==> config.mk <==
export PLATFORM = sky130hd
export DESIGN_NAME = adst_ctrl
export DESIGN_NICKNAME = d
export VERILOG_FILES = /design/src/verilog/adst_pkg.sv /design/src/verilog/adst_reg_if.sv /design/src/verilog/adst_conv_timer.sv /design/src/verilog/adst_axil_slave.sv /design/src/verilog/adst_ctrl.sv
export SDC_FILE = /design/constraint.sdc
export NUM_CORES = 1
export LEC_CHECK = 0
export BUFFER_PORTS_ARGS = -buffer_cell sky130_fd_sc_hd__buf_4
export CORE_UTILIZATION = 50
export CTS_BUF_LIST = sky130_fd_sc_hd__clkbuf_2 sky130_fd_sc_hd__clkbuf_4 sky130_fd_sc_hd__clkbuf_8
export DETAILED_ROUTE_END_ITERATION = 8
export PLACE_DENSITY = 0.78
export SLEW_MARGIN = 0
export SYNTH_ARGS = -nofsm -noshare
export SYNTH_HDL_FRONTEND = slang
export SYNTH_SLANG_ARGS = --single-unit
==> constraint.sdc <==
create_clock -name aclk -period 3.6 [get_ports aclk]
set_clock_uncertainty 0.1 [all_clocks]
set_input_delay 0.72 -clock aclk [delete_from_list [all_inputs] [get_ports aclk]]
set_output_delay 0.72 -clock aclk [all_outputs]
set_load 0.05 [all_outputs]
==> src/verilog/adst_pkg.sv <==
`default_nettype none
package adst_pkg;
    localparam int          ADDR_W      = 8;
    localparam logic [7:0]  ADDR_MODE   = 8'h00;
    localparam logic [7:0]  ADDR_STAT   = 8'h04;
    localparam logic [7:0]  ADDR_RES0   = 8'h20;
    localparam logic [7:0]  MODE_RESET  = 8'h00;
    localparam int          CHAN_MSB    = 2;
    localparam int          FR_BIT      = 4;
    localparam int          MEL_BIT     = 5;
    localparam int          MEH_BIT     = 6;
    localparam int          TRG_BIT     = 7;
    localparam int          ST_BUSY_BIT = 0;
    localparam int          ST_WAIT_BIT = 1;
    localparam int          ST_IDX_LSB  = 4;
    localparam int          ST_BUF_LSB  = 8;
    localparam int          RES_W       = 10;
    localparam int          NUM_REG     = 8;
    localparam int          CONV_SLOW   = 208;
    localparam int          CONV_FAST   = 169;
    localparam logic [7:0]  CNT_SLOW    = 8'(CONV_SLOW - 1);
    localparam logic [7:0]  CNT_FAST    = 8'(CONV_FAST - 1);
    localparam logic [1:0]  BUF_LAST    = 2'h3;
    localparam logic [1:0]  RESP_OKAY   = 2'h0;
    localparam logic [1:0]  RESP_SLVERR = 2'h2;

    typedef enum logic [1:0] {
        OP_OFF  = 2'h0,
        OP_SEL1 = 2'h1,
        OP_SEL4 = 2'h2,
        OP_SCAN = 2'h3
    } adst_op_t;

    typedef enum logic [2:0] {
        ST_IDLE = 3'h1,
        ST_WAIT = 3'h2,
        ST_CONV = 3'h4
    } adst_state_t;

    function automatic adst_op_t mode_op(input logic [7:0] m);
        return adst_op_t'({m[MEH_BIT], m[MEL_BIT]});
    endfunction
endpackage
`default_nettype wire

==> src/verilog/adst_reg_if.sv <==
`default_nettype none
interface adst_reg_if;
    import adst_pkg::*;
    logic              wr_en;
    logic [ADDR_W-1:0] wr_addr;
    logic [31:0]       wr_data;
    logic [3:0]        wr_strb;
    logic              wr_ok;
    logic [ADDR_W-1:0] rd_addr;
    logic [31:0]       rd_data;
    logic              rd_ok;
    modport slave (output wr_en, wr_addr, wr_data, wr_strb, rd_addr,
                   input wr_ok, rd_data, rd_ok);
    modport regs  (input wr_en, wr_addr, wr_data, wr_strb, rd_addr,
                   output wr_ok, rd_data, rd_ok);
endinterface
`default_nettype wire

==> src/verilog/adst_conv_timer.sv <==
`default_nettype none
module adst_conv_timer
    import adst_pkg::*;
(
    // Clock and reset.
    input  wire logic aclk,
    input  wire logic aresetn,
    // Control.
    input  wire logic start,
    input  wire logic run,
    input  wire logic halt,
    input  wire logic fast,
    // Status.
    output logic      done
);
    logic [7:0] cnt;
    logic [7:0] next_cnt;
    logic [7:0] reload;
    logic [7:0] elapsed;
    logic [7:0] next_elapsed;

    assign reload = fast ? CNT_FAST : CNT_SLOW;
    assign done = run && !halt && !start && (cnt == 8'h00);

    always_comb begin
        next_cnt     = cnt;
        next_elapsed = elapsed;
        if (start || done) begin
            next_cnt     = reload;
            next_elapsed = 8'h00;
        end else if (run && !halt) begin
            next_cnt     = cnt - 8'h01;
            next_elapsed = elapsed + 8'h01;
        end
    end

    always_ff @(posedge aclk) begin
        if (!aresetn) begin
            cnt     <= CNT_SLOW;
            elapsed <= 8'h00;
        end else begin
            cnt     <= next_cnt;
            elapsed <= next_elapsed;
        end
    end
endmodule // adst_conv_timer
`default_nettype wire

==> src/verilog/adst_axil_slave.sv <==
`default_nettype none
module adst_axil_slave
    import adst_pkg::*;
(
    // Clock and reset.
    input  wire logic  aclk,
    input  wire logic  aresetn,
    // Write channels.
    input  wire logic [31:0] awaddr,
    input  wire logic        awvalid,
    output logic             awready,
    input  wire logic [31:0] wdata,
    input  wire logic [3:0]  wstrb,
    input  wire logic        wvalid,
    output logic             wready,
    output logic [1:0]       bresp,
    output logic             bvalid,
    input  wire logic        bready,
    // Read channels.
    input  wire logic [31:0] araddr,
    input  wire logic        arvalid,
    output logic             arready,
    output logic [31:0]      rdata,
    output logic [1:0]       rresp,
    output logic             rvalid,
    input  wire logic        rready,
    // Register side.
    adst_reg_if.slave        rif
);
    logic        aw_take;
    logic        ar_take;
    logic        next_bvalid;
    logic [1:0]  next_bresp;
    logic        next_rvalid;
    logic [1:0]  next_rresp;
    logic [31:0] next_rdata;

    assign aw_take     = awvalid && wvalid && !bvalid;
    assign awready     = aw_take;
    assign wready      = aw_take;
    assign ar_take     = arvalid && !rvalid;
    assign arready     = !rvalid;
    assign rif.wr_en   = aw_take;
    assign rif.wr_addr = awaddr[ADDR_W-1:0];
    assign rif.wr_data = wdata;
    assign rif.wr_strb = wstrb;
    assign rif.rd_addr = araddr[ADDR_W-1:0];

    always_comb begin
        next_bvalid = bvalid;
        next_bresp  = bresp;
        next_rvalid = rvalid;
        next_rresp  = rresp;
        next_rdata  = rdata;
        if (bvalid && bready) begin
            next_bvalid = 1'b0;
        end
        if (aw_take) begin
            next_bvalid = 1'b1;
            next_bresp  = rif.wr_ok ? RESP_OKAY : RESP_SLVERR;
        end
        if (rvalid && rready) begin
            next_rvalid = 1'b0;
        end
        if (ar_take) begin
            next_rvalid = 1'b1;
            next_rresp  = rif.rd_ok ? RESP_OKAY : RESP_SLVERR;
            next_rdata  = rif.rd_ok ? rif.rd_data : 32'h0000_0000;
        end
    end

    always_ff @(posedge aclk) begin
        if (!aresetn) begin
            bvalid <= 1'b0;
            bresp  <= RESP_OKAY;
            rvalid <= 1'b0;
            rresp  <= RESP_OKAY;
            rdata  <= 32'h0000_0000;
        end else begin
            bvalid <= next_bvalid;
            bresp  <= next_bresp;
            rvalid <= next_rvalid;
            rresp  <= next_rresp;
            rdata  <= next_rdata;
        end
    end
endmodule // adst_axil_slave
`default_nettype wire

==> src/verilog/adst_ctrl.sv <==
// Notes on behaviour
// - Scan converts channels 0 up to selected one, result per index.
// - Scan raises end interrupt only after the whole series.
// - Mode write with trigger select 0 and an enable starts conversion.
// - Software rewrite during conversion aborts and restarts with new settings.
// - Conversions repeat back to back until mode is written again.
// - With trigger select 0 the trigger edge is ignored.
// - Select 1-buffer repeats one channel, interrupt after each conversion.
// - Select 4-buffer converts four times, interrupt per group of four.
// - After a scan series the scan restarts at channel 0.
// - Trigger select and enable set: standby until a trigger edge.
// - A further trigger edge aborts and restarts the sequence.
// - Rewrite with trigger select aborts and waits for an edge again.
// - After a hardware start conversions continue without new edges.
// - Clearing both mode enables stops conversion.
// - Low power state halts conversion; comparator powered while enabled.
// - Conversion lasts 208 clocks, or 169 with fast rate selected.
// - Mode enables sit at bits 5 and 6 of the mode register.
// - Channel select occupies bits 0 to 2 of the mode register.
// - Results are 10 bits, upper word bits read zero.
//
// Local design decisions: the register addresses and the AXI4-Lite interface to the registers.
`default_nettype none
module adst_ctrl
    import adst_pkg::*;
(
    // Clock and reset.
    input  wire logic        aclk,
    input  wire logic        aresetn,
    // AXI4-Lite write channels.
    input  wire logic [31:0] awaddr,
    input  wire logic        awvalid,
    output logic             awready,
    input  wire logic [31:0] wdata,
    input  wire logic [3:0]  wstrb,
    input  wire logic        wvalid,
    output logic             wready,
    output logic [1:0]       bresp,
    output logic             bvalid,
    input  wire logic        bready,
    // AXI4-Lite read channels.
    input  wire logic [31:0] araddr,
    input  wire logic        arvalid,
    output logic             arready,
    output logic [31:0]      rdata,
    output logic [1:0]       rresp,
    output logic             rvalid,
    input  wire logic        rready,
    // Trigger, power and channel group.
    input  wire logic        ext_trigger_pin,
    input  wire logic        low_power_halt,
    input  wire logic        chan_group,
    // Converter side.
    input  wire logic [9:0]  sample_data,
    output logic [3:0]       analog_sel,
    output logic             comparator_pwr,
    output logic             conv_end_irq
);
    adst_reg_if rif ();

    logic [7:0]       mode;
    logic [7:0]       next_mode;
    adst_state_t      state;
    adst_state_t      next_state;
    logic [2:0]       idx;
    logic [2:0]       next_idx;
    logic [1:0]       bidx;
    logic [1:0]       next_bidx;
    logic             next_irq;
    logic [3:0]       next_sel;
    logic             restart;
    logic             store;
    logic             done;
    logic             mode_wr;
    logic             trig_hit;
    adst_op_t         op;
    adst_op_t         wr_op;
    logic [2:0]       chan;
    logic [2:0]       res_idx;
    logic [RES_W-1:0] result [NUM_REG];
    logic [31:0]      status;
    logic             fast_now;

    adst_axil_slave u_bus (
        .aclk    (aclk),
        .aresetn (aresetn),
        .awaddr  (awaddr),
        .awvalid (awvalid),
        .awready (awready),
        .wdata   (wdata),
        .wstrb   (wstrb),
        .wvalid  (wvalid),
        .wready  (wready),
        .bresp   (bresp),
        .bvalid  (bvalid),
        .bready  (bready),
        .araddr  (araddr),
        .arvalid (arvalid),
        .arready (arready),
        .rdata   (rdata),
        .rresp   (rresp),
        .rvalid  (rvalid),
        .rready  (rready),
        .rif     (rif)
    );

    adst_conv_timer u_timer (
        .aclk    (aclk),
        .aresetn (aresetn),
        .start   (restart),
        .run     (state == ST_CONV),
        .halt    (low_power_halt),
        .fast    (fast_now),
        .done    (done)
    );

    assign op    = mode_op(mode);
    assign wr_op = mode_op(rif.wr_data[7:0]);
    assign chan  = mode[CHAN_MSB:0];
    assign comparator_pwr = (op != OP_OFF);
    // A restart loads the newly written rate.
    assign fast_now = restart ? next_mode[FR_BIT] : mode[FR_BIT];

    assign rif.wr_ok = (rif.wr_addr == ADDR_MODE);
    assign mode_wr   = rif.wr_en && rif.wr_ok && rif.wr_strb[0];
    // Trigger pulse, gated by trigger select.
    assign trig_hit  = ext_trigger_pin && mode[TRG_BIT]
                       && (state != ST_IDLE);

    always_comb begin
        unique case (op)
            OP_SEL4: res_idx = {chan[CHAN_MSB], bidx};
            OP_SCAN: res_idx = idx;
            default: res_idx = chan;
        endcase
    end

    always_comb begin
        next_mode  = mode;
        next_state = state;
        next_idx   = idx;
        next_bidx  = bidx;
        next_irq   = 1'b0;
        restart    = 1'b0;
        store      = 1'b0;
        if (mode_wr) begin
            next_mode = rif.wr_data[7:0];
            next_idx  = 3'h0;
            next_bidx = 2'h0;
            if (wr_op == OP_OFF) begin
                next_state = ST_IDLE;
            end else if (rif.wr_data[TRG_BIT]) begin
                next_state = ST_WAIT;
            end else begin
                next_state = ST_CONV;
                restart    = 1'b1;
            end
        end else if (trig_hit) begin
            next_state = ST_CONV;
            next_idx   = 3'h0;
            next_bidx  = 2'h0;
            restart    = 1'b1;
        // Back to back, no new edge needed.
        end else if (state == ST_CONV && done) begin
            store = 1'b1;
            unique case (op)
                OP_SEL1: next_irq = 1'b1;
                OP_SEL4: begin
                    next_bidx = bidx + 2'h1;
                    next_irq  = (bidx == BUF_LAST);
                end
                // Series end, wrap to channel 0.
                OP_SCAN: begin
                    next_idx = (idx == chan) ? 3'h0 : idx + 3'h1;
                    next_irq = (idx == chan);
                end
                OP_OFF: next_irq = 1'b0;
            endcase
        end
    end

    // Channel group selects n or n+8.
    always_comb begin
        next_sel = {chan_group, mode_op(next_mode) == OP_SCAN ?
                    next_idx : next_mode[CHAN_MSB:0]};
    end

    always_ff @(posedge aclk) begin
        if (!aresetn) begin
            mode         <= MODE_RESET;
            state        <= ST_IDLE;
            idx          <= 3'h0;
            bidx         <= 2'h0;
            conv_end_irq <= 1'b0;
            analog_sel   <= 4'h0;
        end else begin
            mode         <= next_mode;
            state        <= next_state;
            idx          <= next_idx;
            bidx         <= next_bidx;
            conv_end_irq <= next_irq;
            analog_sel   <= next_sel;
        end
    end

    always_ff @(posedge aclk) begin
        if (store) begin
            result[res_idx] <= sample_data;
        end
    end

    assign status = 32'(state == ST_CONV) << ST_BUSY_BIT
                  | 32'(state == ST_WAIT) << ST_WAIT_BIT
                  | 32'(idx) << ST_IDX_LSB
                  | 32'(bidx) << ST_BUF_LSB;

    // Read mux with zero upper bits.
    always_comb begin
        rif.rd_ok   = 1'b1;
        rif.rd_data = 32'h0000_0000;
        if (rif.rd_addr == ADDR_MODE) begin
            rif.rd_data = {24'h00_0000, mode};
        end else if (rif.rd_addr == ADDR_STAT) begin
            rif.rd_data = status;
        end else if (rif.rd_addr[7:5] == ADDR_RES0[7:5]
                     && rif.rd_addr[1:0] == 2'h0) begin
            rif.rd_data = {22'h00_0000, result[rif.rd_addr[4:2]]};
        end else begin
            rif.rd_ok = 1'b0;
        end
    end
endmodule // adst_ctrl
`default_nettype wire

==> metrics.cfg <==
[die]
ios = 167
coreArea_um2 = 10400
fp.dieArea_um2 = 11200
floorplan.initialDensity_pct = 52.0
rows = 37
die_y_um = 106
die_width_um = 106

[global_route]
track_usage_pct = 21.8
grt_overflow = 0
grt_pass1_wl_um = 18100
grt_pass1_vias = 3632
antenna_found_initial = 0
grt_max_degree = 26

[routing]
wirelength_met1_um = 4620
wl_met2_um = 5800
drt_iter0_markers = 218
wirelength_um = 11600
vias = 3728
first_pass_iters = 4
wl_met3_um = 869
antenna_left = 0
drt-wirelength-per-cell_um = 17.9
highest_layer = met4
drt-vias-per-instance = 5.77
drc = 0

[timing]
slew_violations = 0
setup_viol = 0
min_period_ns = 2.78
hold_violations = 0
max_freq_mhz = 360
fin_crit_sh_pct = 77.1
fin_setup_tns_ns = 0
slew_headroom_pct = 47.2
rsz0062_at_grt = false
worst_pin_slew_ns = 0.785

[placement]
portBuffers = 67
place_congestion = 0.866
place_hpwl_um = 7890
dp.cells = 614

[cells_and_area]
regArea_um2 = 3260
num_antenna_cells = 0
syn_to_final_growth_pct = 18.1
finalNonFillerCells = 646
final_common_cell = buf_4
drive_gt1_share_pct = 28.4
multiInputGateArea_um2 = 1950
fin_util_pct = 61.4
final_nets = 621
final_cell_mix = buf_4, edfxtp_1, dfxtp_1, nand2_1, nor2_1
fillCellCount = 806

[power_and_ir_drop]
p_leak_uw = 0.00235
p_switching_uw = 744
power_uw = 2880
p_per_area_nw_per_um2 = 451
pwr-share-clk_pct = 39.4
switching_share_pct = 25.8
p_int_uw = 2140
p_seq_share_pct = 52.4
irDropWorstVdd_mv = 0.385
comb_power_share_pct = 8.2

[outcome]
status = finished clean

[cts]
clkSlewWorstSetupHoldPaths_ns = 0.08
numCtsBuffers = 17
cts-resized-gates = 0
post_cts_buffers = 0
htreeDepth = 4
clk_latency_ns = 0.44
clock-sinks = 123
cts_buffer_depth = 2
root_buffer = clkbuf_8
cts_tree = yes
holdBufCountCts = 0

[synthesis]
yosysWarningCount = 0
synth_enable_flop_cells = 80
synth-seq-cells = 123
synth_flop_cell = edfxtp_1
ys_types = 59
syn_area_per_cell_um2 = 13.0
postSynthCellCount = 415
seq_area_frac_synth_pct = 60.3
synthArstFlopShare_pct = 0
synth_area_um2 = 5410

[worst_hold_path]
hp-start = rready
hold_path_class = in2reg

[critical_path]
arrival_ns = 2.82
r2r_start = u_timer.cnt[3]
ff2ff_path_depth = 6
ff2ff_setup_slack_ns = 0.82
start_kind = flip-flop
endpoint = result[4][9]
crit_type = reg2reg
r2r-end = result[4][9]
worstPathRequired_ns = 3.65
end_kind = flip-flop
crit_start = u_timer.cnt[3]
crit_path_max_fanout = 5

[flow_run]
max_cap_viol_count = 0

[power groups by stage]
stage               clock (uW)  sequential, uW  combinational (uW)
detailed placement           0            1540                 235
floorplan                    0            1570                 149
finish                    1140            1510                 236
global placement             0            1540                 232
global route              1220            1510                 249
CTS                       1160            1510                 236
[synth_stat cells (4+ instances only)]
| cell | count | area, um^2 |
|---|---|---|
| nor3_1 | 13 | 65.1 |
| buf_4 | 25 | 188 |
| mux4_2 | 20 | 450 |
| nand3_1 | 9 | 45.0 |
| a21oi_1 | 20 | 100 |
| nor2_1 | 26 | 97.6 |
| o21ai_0 | 25 | 125 |
| a31oi_1 | 5 | 31.3 |
| dfxtp_1 | 43 | 861 |
| inv_1 | 8 | 30.0 |
| ha_1 | 4 | 50.1 |
| clkbuf_1 | 10 | 37.5 |
| a32o_1 | 4 | 40.0 |
| edfxtp_1 | 80 | 2400 |
| nand2b_1 | 5 | 31.3 |
| mux2i_1 | 19 | 190 |
| nand2_1 | 28 | 105 |
| nor4_1 | 7 | 43.8 |
| xnor2_1 | 4 | 35.0 |
[cell type report]
class / instances / share of cell area, %
clock buffer: 17 / 3.66
clock inverter: 15 / 2.17
inverter: 9 / 0.528
multi-input combinational: 265 / 30.4
sequential: 123 / 51.0
tap: 136 / 2.66
timing repair buffer: 81 / 9.51
[how the worst min path moves through the flow]
stage	to	slack [ns]	cells after the start
global route	u_bus.rvalid	0.33	2
CTS	u_bus.rvalid	0.33	2
global placement	mode[3]	0.35	2
finish	u_bus.rvalid	0.36	2
floorplan	mode[3]	0.34	2
detailed placement	mode[3]	0.35	2
[metrics by stage]
| step | hold WS, ns | setup WS [ns] | instance area, um^2 |
|---|---|---|---|
| after detailed placement | 0.351 | 0.454 | 6020 |
| after global placement | 0.350 | 0.460 | 6020 |
| final | 0.358 | 0.824 | 6390 |
| after CTS | 0.333 | 0.851 | 6390 |
| after floorplan | 0.337 | 0.619 | 5500 |
| after global routing | 0.334 | 0.637 | 6390 |
[critical path, cell delays in order, from the launching register on]
cell     delay (ns)
dfxtp_1        0.38
nor4_1         0.61
nand3_1        0.29
nor3_1         0.40
nand2_1        0.19
nor3_1         0.27
buf_4          0.22
[cell families after synthesis]
group	count (synthesis)	share of synthesized area [%]
and+or+nand+nor	111	10.6
other	1	0.0693
AOI/OAI and AO/OA	80	9.82
DFF	123	60.3
muxes	39	11.8
buffers and inverters	50	5.38
xor gates and xnor gates	7	1.13
adders and majority gates	4	0.924
[flip-flops by register name, indices dropped and copies added (netlist names)]
name	flops
idx	3
u_bus.rvalid	1
u_bus.rresp	1
analog_sel	4
state	3
mode	8
u_timer.cnt	8
bidx	2
result	80
conv_end_irq	1
u_bus.bvalid	1
u_bus.bresp	1
u_bus.rdata	10
[routing by layer]
metal  global-route usage (%)  up-vias
li1                         -     1707
met1                     24.8     1801
met2                     37.8      190
met3                     6.01       30
met4                     10.6        0
met5                        0        -
Power figures use the tool's default switching activity.
